[config.mk]
export PLATFORM = sky130hd
export DESIGN_NAME = supply_clock_monitor_cfg_regs
export DESIGN_NICKNAME = d
export VERILOG_FILES = /design/src/verilog/supply_clock_monitor_pkg.sv /design/src/verilog/supply_clock_monitor_cfg_regs.sv
export SDC_FILE = /design/constraint.sdc
export NUM_CORES = 1
export LEC_CHECK = 0
export BUFFER_PORTS_ARGS = -buffer_cell sky130_fd_sc_hd__buf_2
export CAP_MARGIN = 5
export CORE_MARGIN = 2
export CORE_UTILIZATION = 44
export CTS_BUF_LIST = sky130_fd_sc_hd__clkbuf_8
export CTS_CLUSTER_SIZE = 12
export DETAILED_ROUTE_END_ITERATION = 10
export GPL_TIMING_DRIVEN = 1
export PLACE_DENSITY = 0.82
export REMOVE_ABC_BUFFERS = 1
export SLEW_MARGIN = 30
export SYNTH_ARGS = -nofsm -noshare
export SYNTH_HDL_FRONTEND = slang
export SYNTH_SLANG_ARGS = --single-unit
[constraint.sdc]
create_clock -name sys_clk -period 1.15 [get_ports sys_clk]
set_clock_uncertainty 0.15 [all_clocks]
set_input_delay 0.115 -clock sys_clk [delete_from_list [all_inputs] [get_ports sys_clk]]
set_output_delay 0.115 -clock sys_clk [all_outputs]
set_load 0.1 [all_outputs]
[src/verilog/supply_clock_monitor_pkg.sv]
// Shared constants and carrier types for the supply and clock monitor configuration registers
package supply_clock_monitor_pkg;

   // Register offsets on the internal register access port
   localparam logic [7:0] SUPPLY_ENABLES_OFFSET = 8'h41;
   localparam logic [7:0] SUPPLY_THRESHOLDS_OFFSET = 8'h42;
   localparam logic [7:0] CLOCK_ENABLES_OFFSET = 8'h43;

   // Reset values
   localparam logic [15:0] SUPPLY_ENABLES_RESET = 16'h0000;
   localparam logic [15:0] SUPPLY_THRESHOLDS_RESET = 16'h10f0;
   localparam logic [15:0] CLOCK_ENABLES_RESET = 16'h0000;

   // Writable bits of each register; all other bits are read-only zero
   localparam logic [15:0] SUPPLY_ENABLES_WR_MASK = 16'hffff;
   localparam logic [15:0] SUPPLY_THRESHOLDS_WR_MASK = 16'h30f0;
   localparam logic [15:0] CLOCK_ENABLES_WR_MASK = 16'hfc07;

   // Writable reserved field of the clock register, which software keeps at zero
   localparam logic [15:0] CLOCK_RSVD_FIELD_MASK = 16'hfc00;

   // Overtemperature warning threshold codes (code zero has no defined threshold)
   localparam logic [1:0] OVERTEMP_100C = 2'h1;
   localparam logic [1:0] OVERTEMP_120C = 2'h2;
   localparam logic [1:0] OVERTEMP_140C = 2'h3;

   // Register access request from the serial interface logic
   typedef struct packed {
      logic wr_en;
      logic rd_en;
      logic [7:0] addr;
      logic [15:0] wdata;
   } reg_req_type;

   // Supply monitor enables, bit 15 first
   typedef struct packed {
      logic analog_reg_overvoltage_mon_enable;
      logic analog_reg_undervoltage_mon_enable;
      logic interface_reg_overvoltage_mon_enable;
      logic interface_reg_undervoltage_mon_enable;
      logic core_reg_overvoltage_mon_enable;
      logic core_reg_undervoltage_mon_enable;
      logic analog_reg_oscillation_mon_enable;
      logic interface_reg_oscillation_mon_enable;
      logic core_reg_oscillation_mon_enable;
      logic analog_reg_overtemp_warn_enable;
      logic interface_reg_overtemp_warn_enable;
      logic analog_reg_current_limit_enable;
      logic interface_reg_current_limit_enable;
      logic analog_ground_a_disconnect_enable;
      logic analog_ground_b_disconnect_enable;
      logic digital_ground_disconnect_enable;
   } supply_enables_type;

   // Supply monitor threshold selections, bit 15 first
   typedef struct packed {
      logic [1:0] reserved_hi;
      logic interface_overvoltage_threshold_sel;
      logic interface_undervoltage_threshold_sel;
      logic [3:0] reserved_mid;
      logic [1:0] analog_overtemp_threshold_sel;
      logic [1:0] interface_overtemp_threshold_sel;
      logic [3:0] reserved_lo;
   } supply_thresholds_type;

   // Clock monitor enables, bit 15 first
   typedef struct packed {
      logic [5:0] reserved_wr;
      logic [6:0] reserved_ro;
      logic main_clock_freq_monitor_enable;
      logic diag_oscillator_watchdog_enable;
      logic main_clock_watchdog_enable;
   } clock_enables_type;

endpackage

[src/verilog/supply_clock_monitor_cfg_regs.sv]
// Configuration register bank for the supply and clock supervision logic
`timescale 1ns/10ps

// Overview of operation
// - Bits 15,14 enable analog regulator OV/UV
// - Bits 13,12 enable interface regulator OV/UV
// - Bits 11,10 enable core regulator OV/UV
// - Bits 9..7 enable regulator oscillation monitors
// - Bits 6,5 enable overtemperature warning monitors
// - Bits 4,3 enable regulator current limits
// - Bits 2..0 enable ground disconnect monitors
// - Enables at 41h, read/write, reset zero
// - Bit 13 picks interface overvoltage threshold
// - Bit 12 picks interface undervoltage threshold
// - Field 7:6 picks analog overtemperature threshold
// - Field 5:4 picks interface overtemperature threshold
// - Threshold reserved bits read zero
// - Thresholds at 42h, reset 10F0h
// - Clock bits 9:3 read zero; 43h, reset zero
// - Clock bit 2 enables frequency monitor
// - Clock bit 1 enables oscillator watchdog
// - Clock bit 0 enables main clock watchdog
module supply_clock_monitor_cfg_regs
   import supply_clock_monitor_pkg::*;
(
   // Clock and reset
   input wire logic sys_clk,
   input wire logic rst_n,
   // Register access from the serial interface logic
   input wire reg_req_type reg_req,
   output logic [15:0] reg_rd_data,
   output logic reg_rd_valid,
   output logic reg_rsvd_write_seen,
   // Configuration to the monitor circuits
   output supply_enables_type supply_enables,
   output supply_thresholds_type supply_thresholds,
   output clock_enables_type clock_enables
);

   // Merge new data into the writable bits only
   function automatic logic [15:0] write_merge(input logic [15:0] old_value, input logic [15:0] new_value,
                                               input logic [15:0] wr_mask);
      write_merge = (old_value & ~wr_mask) | (new_value & wr_mask);
   endfunction

   // Address decode against one register offset
   function automatic logic reg_hit(input logic [7:0] addr, input logic [7:0] offset);
      reg_hit = (addr == offset);
   endfunction

   supply_enables_type supply_enables_r;
   supply_thresholds_type supply_thresholds_r;
   clock_enables_type clock_enables_r;
   logic [15:0] rd_data_r;
   logic [15:0] rd_data_nxt;
   logic rd_valid_r;
   logic rsvd_write_r;
   logic wr_enables;
   logic wr_thresholds;
   logic wr_clock;

   // Write strobes per register; the access port is on this clock, so no synchroniser
   assign wr_enables = reg_req.wr_en && reg_hit(reg_req.addr, SUPPLY_ENABLES_OFFSET);
   assign wr_thresholds = reg_req.wr_en && reg_hit(reg_req.addr, SUPPLY_THRESHOLDS_OFFSET);
   assign wr_clock = reg_req.wr_en && reg_hit(reg_req.addr, CLOCK_ENABLES_OFFSET);

   // Supply monitor enables, every bit writable
   // analog interface core
   always_ff @(posedge sys_clk or negedge rst_n)
   begin
      if (!rst_n)
      begin
         supply_enables_r <= supply_enables_type'(SUPPLY_ENABLES_RESET);
      end
      else if (wr_enables)
      begin
         supply_enables_r <= supply_enables_type'(write_merge(supply_enables_r, reg_req.wdata,
                                                              SUPPLY_ENABLES_WR_MASK));
      end
   end

   // Threshold selections; the mask keeps reserved bits at zero whatever is written
   // voltage and overtemperature threshold selects
   always_ff @(posedge sys_clk or negedge rst_n)
   begin
      if (!rst_n)
      begin
         supply_thresholds_r <= supply_thresholds_type'(SUPPLY_THRESHOLDS_RESET);
      end
      else if (wr_thresholds)
      begin
         supply_thresholds_r <= supply_thresholds_type'(write_merge(supply_thresholds_r, reg_req.wdata,
                                                                    SUPPLY_THRESHOLDS_WR_MASK));
      end
   end

   // Clock monitor enables; the upper reserved field is stored because it is writable
   // clock enable bits
   always_ff @(posedge sys_clk or negedge rst_n)
   begin
      if (!rst_n)
      begin
         clock_enables_r <= clock_enables_type'(CLOCK_ENABLES_RESET);
      end
      else if (wr_clock)
      begin
         clock_enables_r <= clock_enables_type'(write_merge(clock_enables_r, reg_req.wdata,
                                                            CLOCK_ENABLES_WR_MASK));
      end
   end

   // Flag a nonzero write into the clock reserved field, for debug visibility only
   // software keeps zeros
   always_ff @(posedge sys_clk or negedge rst_n)
   begin
      if (!rst_n)
      begin
         rsvd_write_r <= 1'b0;
      end
      else
      begin
         rsvd_write_r <= wr_clock && ((reg_req.wdata & CLOCK_RSVD_FIELD_MASK) != 16'h0000);
      end
   end

   // Read multiplexer; unmapped offsets return zero
   // readback of stored values
   always_comb
   begin
      rd_data_nxt = 16'h0000;
      case (reg_req.addr)
         SUPPLY_ENABLES_OFFSET: rd_data_nxt = supply_enables_r;
         SUPPLY_THRESHOLDS_OFFSET: rd_data_nxt = supply_thresholds_r;
         CLOCK_ENABLES_OFFSET: rd_data_nxt = clock_enables_r;
         default: rd_data_nxt = 16'h0000;
      endcase
   end

   // Read data is captured one cycle after the request; a same-cycle write is not yet visible
   always_ff @(posedge sys_clk or negedge rst_n)
   begin
      if (!rst_n)
      begin
         rd_data_r <= 16'h0000;
         rd_valid_r <= 1'b0;
      end
      else
      begin
         rd_valid_r <= reg_req.rd_en;
         if (reg_req.rd_en)
         begin
            rd_data_r <= rd_data_nxt;
         end
      end
   end

   // Outputs straight from the flip-flops
   assign reg_rd_data = rd_data_r;
   assign reg_rd_valid = rd_valid_r;
   assign reg_rsvd_write_seen = rsvd_write_r;
   assign supply_enables = supply_enables_r;
   assign supply_thresholds = supply_thresholds_r;
   assign clock_enables = clock_enables_r;
endmodule

* After elaboration in Yosys (flattened, before gate mapping)
Cells that the tools add are included.
** Operators by class
- Add/sub/neg operators :: 0
- Multipliers :: 0
- Divide/modulo/power cells :: 0
- Order comparisons :: 0
- Equal/unequal tests :: 3
- Shift-type cells :: 0
- Muxes and demuxes :: 1
- Bitwise gates (word level) :: 2
- Reductions and logical operators :: 5
** Operators with widths (number)
- $pmux W16 S3 :: 1
- $eq A8 B7 Y1 const B :: 3
- $or A10 B16 Y16 :: 1
- $or A16 B14 Y16 :: 1
- $reduce_bool A16 Y1 :: 1
- $logic_and A1 B1 Y1 :: 4
** Storage, ports and cells
- Register bits after elaboration :: 66
- Latch bits :: 0
- RAM bits :: 0
- ROM bits :: 0
- Input bits :: 28
- Output and inout port bits :: 66
- Word-level logic and storage cells :: 42
- Memories kept :: 0

* Longest topological paths before layout
- Word-level depth :: 3
- Mapped depth :: 5
- Depth with buffers taken out :: 3

* Least setup slack after synthesis
No wires, ideal clock.
- Path type :: register to register
- Start :: reg clock_enables_r (netlist bit clock_enables[13])
- End :: reg rd_data_r[13] (netlist: reg_rd_data[13])
- Library setup time :: 0.101 ns
- Arrival :: 1.527 ns
- Data required time :: 0.899 ns
- Setup slack :: -0.628 ns
- Stages on the path, launching flop included :: 4
- Path buffers :: 0
- Clock period less this slack :: 1.778 ns
- Cells stage by stage :: dfrtp_1 -> mux2_2 -> a22oi_1 -> o32ai_1
** On the way
- Cells in the longest elaborated chain, start to end :: 1
** RTL lines
- from (decl) :: line supply_clock_monitor_cfg_regs.sv:53 : clock_enables_type clock_enables_r;
- from (signal assigned) :: line supply_clock_monitor_cfg_regs.sv:103 : clock_enables_r <= clock_enables_type'(CLOCK_ENABLES_RESET);
- from (signal assigned) :: line supply_clock_monitor_cfg_regs.sv:107 : clock_enables_r <= clock_enables_type'(write_merge(clock_enables_r, reg_req.wdata,
- $pmux W16 S3 :: line supply_clock_monitor_cfg_regs.sv:131 : case (reg_req.addr)
- to (signal assigned) :: line supply_clock_monitor_cfg_regs.sv:152 : rd_data_r <= rd_data_nxt;
- to (decl) :: line supply_clock_monitor_cfg_regs.sv:54 : logic [15:0] rd_data_r;
No other way between the ends.
A chain may end at the register's enable or synchronous reset.

* Worst setup path after layout
- Start :: reg supply_thresholds_r (netlist bit supply_thresholds[7])
- End :: reg rd_data_r[7] (netlist: reg_rd_data[7])
** On the way
- Cells in the longest elaborated chain, start to end :: 1
** RTL lines
- from (decl) :: line supply_clock_monitor_cfg_regs.sv:52 : supply_thresholds_type supply_thresholds_r;
- from (signal assigned) :: line supply_clock_monitor_cfg_regs.sv:88 : supply_thresholds_r <= supply_thresholds_type'(SUPPLY_THRESHOLDS_RESET);
- from (signal assigned) :: line supply_clock_monitor_cfg_regs.sv:92 : supply_thresholds_r <= supply_thresholds_type'(write_merge(supply_thresholds_r, reg_req.wdata,
- $pmux W16 S3 :: line supply_clock_monitor_cfg_regs.sv:131
No other way between the ends.

==> run_results.csv <==
group,metric,value,unit
status,status,"finished, violations left",
status,violations,"setup timing",
die,core.rowCount,25,
critical_path,crit_required,1.20,ns
critical_path,critPathSlowestCell,"dfstp_2",
finish,area_growth,106,%
timing,hold_viol_final,0,
die,die_area,5640,sq um
timing,period_minus_slack,1.48,ns
finish,final-seq-area,1240,sq um
finish,drive_gt1_share,72.5,%
synthesis,synth_edf_count,0,
detailed_routing,wl_per_cell,35.6,um
critical_path,criticalPathCategory,"flop to flop",
clock_tree,cts_buffer_depth,2,
grt,grt_pass1_wl,14.1,mm
detailed_routing,drc,0,
placed_design,placed_area,3610,sq um
timing,rsz0062_at_grt,"true",
clock_tree,cts_tree,"done",
placed_design,gp_congestion,0.832,
grt,grt_pass1_vias,2347,
detailed_routing,ant_nets,0,
grt,antenna_found_initial,1,
critical_path,worst-path-buf-inv,1,
timing,setup_viol,97,
timing,relSlewSlack,57.4,%
timing,fin_hold_ws,0.0171,ns
run,cap_violations,0,
critical_path,cpPeakStageDelay,0.62,ns
critical_path,path_cells,"buf_6 > a22oi_2 > o31ai_2",
synthesis,synth-seq-area-share,55.4,%
pwr,p_leak,0.00211,uW
pwr,power_density,1050,nW/um^2
finish,multi_input_area,1200,sq um
synthesis,syn-instance-count,168,
timing,max_freq,676,MHz
clock_tree,clkTransAtPathRegs,0.10,ns
die,initial_core_util,46.5,%
placed_design,dp_hpwl,4.91,mm
clock_tree,clock_latency,0.33,ns
clock_tree,cts_buffers,5,
critical_path,worst-path-max-fanout,2,
die,core-area,4790,sq um
synthesis,postSynthAreaPerCell,13.2,sq um
synthesis,ys.flop_type,"dfrtp_1",
detailed_routing,drt_iter0_markers,513,
finish,final_area,4590,sq um
clock_tree,root_buffer,"clkbuf_8",
critical_path,start_kind,"flop",
die,io-pin-count,94,
die,die_y,75.1,um
critical_path,cp.arrival,1.53,ns
synthesis,synth_seq_cells,49,
synthesis,async_flop_share,100,%
grt,grt-ovfl-total,0,
detailed_routing,vias,2670,
die,die_w,75.1,um
timing,fin_crit_sh,129,%
detailed_routing,wl,14.3,mm
synthesis,netlist_area,2220,sq um
detailed_routing,avgViaCountPerCell,6.64,
finish,nFillCells,96,
timing,finalMaxSlewViolations,0,
clock_tree,cts.sinks,49,
synthesis,ys_types,27,
detailed_routing,first_pass_iters,7,
clock_tree,h-tree-depth,2,
worst_hold_path,hp-class,"input port to flop",
placed_design,numPortBuffers,76,
grt,grt_use_total,35.8,%
critical_path,critPathCaptureType,"flop",
grt,grt_max_degree,26,
synthesis,ys_warn_count,0,
critical_path,critPathTopFamily,"flip-flops",
timing,finalWorstSetupSlack,-0.328,ns
finish,nNetsFinal,358,
pwr,ir_drop,1230,uV
timing,worst_slew_pin_slew,0.633,ns
## final timing paths
check / slack [ns] / to / startpoint / depth (start not counted)
worst min-delay path: 0.02 / clock_enables[11]$_DFFE_PN0P_ / reg_req[11] / 3
worst min register to register: 0.47 / clock_enables[15]$_DFFE_PN0P_ / clock_enables[15]$_DFFE_PN0P_ / 1
min in group asynchronous: 0.06 / supply_enables[13]$_DFFE_PN0P_ / rst_n / 2
max in group asynchronous: 0.30 / supply_thresholds[7]$_DFFE_PN1P_ / rst_n / 3
worst max register to register: -0.33 / reg_rd_data[7]$_DFFE_PN0P_ / supply_thresholds[7]$_DFFE_PN1P_ / 3
worst max-delay path: -0.33 / reg_rd_data[7]$_DFFE_PN0P_ / supply_thresholds[7]$_DFFE_PN1P_ / 3
## synth_stat cells (2+ instances only)
cell | n | area [sq um]
a22oi_1 | 6 | 45.0
buf_2 | 2 | 10.0
buf_4 | 17 | 128
clkbuf_1 | 2 | 7.51
dfrtp_1 | 44 | 1100
dfstp_2 | 5 | 131
inv_1 | 2 | 7.51
mux2_2 | 40 | 450
nand2_1 | 16 | 60.1
nand3_1 | 3 | 15.0
nor2b_1 | 2 | 12.5
o2bb2ai_1 | 10 | 87.6
o31ai_1 | 4 | 30.0
o32ai_1 | 2 | 17.5
## kinds of logic after synthesis
| logic type | count (synthesis) | share of synthesized area [%] |
|---|---|---|
| AOI/OAI and AO/OA | 24 | 8.72 |
| buffers and inverters | 25 | 7.20 |
| DFF | 49 | 55.4 |
| muxes | 40 | 20.3 |
| other | 1 | 0.169 |
| and+or+nand+nor | 29 | 8.22 |
## metal layers
metal	up-vias	track usage (%)	routed length (um)	share of wire, %
met2	341	59.7	6390	45
li1	899	-	-	-
met3	146	8.70	1880	13
met5	-	0	0	0
met1	1284	44.4	4370	31
met4	0	15.5	1650	12
## per-stage QoR
step / util [%] / TNS [ns] / instances / setup slack, ns / total power [uW]
after floorplan: - / -22.20 / 162 / -0.628 / 2600
after detailed placement: 75.5 / -24.88 / 337 / -0.733 / 3100
after global placement: 75.5 / -22.01 / 337 / -0.683 / 3070
final: 95.9 / -16.87 / 402 / -0.328 / 4800
after CTS: 90.9 / -11.08 / 387 / -0.261 / 4530
after global routing: 95.8 / -16.41 / 401 / -0.348 / 4850
## area by class of cell
type	instances	share of cell area, %
multi-input combinational	110	26.1
sequential	49	27.1
clock buffer	6	1.80
tap	67	1.83
timing repair buffer	161	42.0
clock inverter	2	0.818
inverter	3	0.245
antenna	4	0.218
## worst reg2reg max path, delay by kind of cell, from the launching register on
family / cells / cell delay, ns
AO/OA/AOI/OAI: 2 / 0.46
buffers and inverters: 1 / 0.13
flip-flops: 1 / 0.62
## where the power goes
part / switching [uW] / internal, uW / leakage [uW]
Sequential: 87.2 / 1780 / 0.000648
Combinational: 1030 / 505 / 0.00140
Clock: 687 / 709 / 0.0000574
## state kept, by name, summed over array words and instances (netlist names)
| signal | count |
|---|---|
| supply_thresholds | 6 |
| reg_rsvd_write_seen | 1 |
| reg_rd_data | 16 |
| clock_enables | 9 |
| reg_rd_valid | 1 |
| supply_enables | 16 |
## layout by cell type (no fill, tap or decap), types with 2 or more instances in the layout
cell / synthesis / routed
buf_4: 17 / 48
inv_1: 2 / 2
o32ai_2: 0 / 2
dlygate4sd3_1: 0 / 13
o31ai_2: 0 / 4
nor4_4: 1 / 2
mux2_4: 0 / 19
dfstp_2: 5 / 5
nand2_1: 16 / 12
buf_2: 2 / 24
buf_6: 0 / 23
a22oi_2: 0 / 6
dfrtp_2: 0 / 7
o2bb2ai_4: 0 / 5
nand2_2: 0 / 3
buf_12: 0 / 52
diode_2: 0 / 4
clkbuf_8: 0 / 6
nor2b_1: 2 / 2
o2bb2ai_2: 0 / 4
dfrtp_1: 44 / 37
conb_1: 1 / 17
mux2_2: 40 / 21
## timing repair
action	4_1_cts	5_1_grt
buffers inserted	29	11
endpoints found under the hold margin	71	0
pin swaps	13	9
endpoints found under the setup margin	94	97
hold buffers	13	0
gates resized for setup	58	30
(Power assumes the default switching activity.)
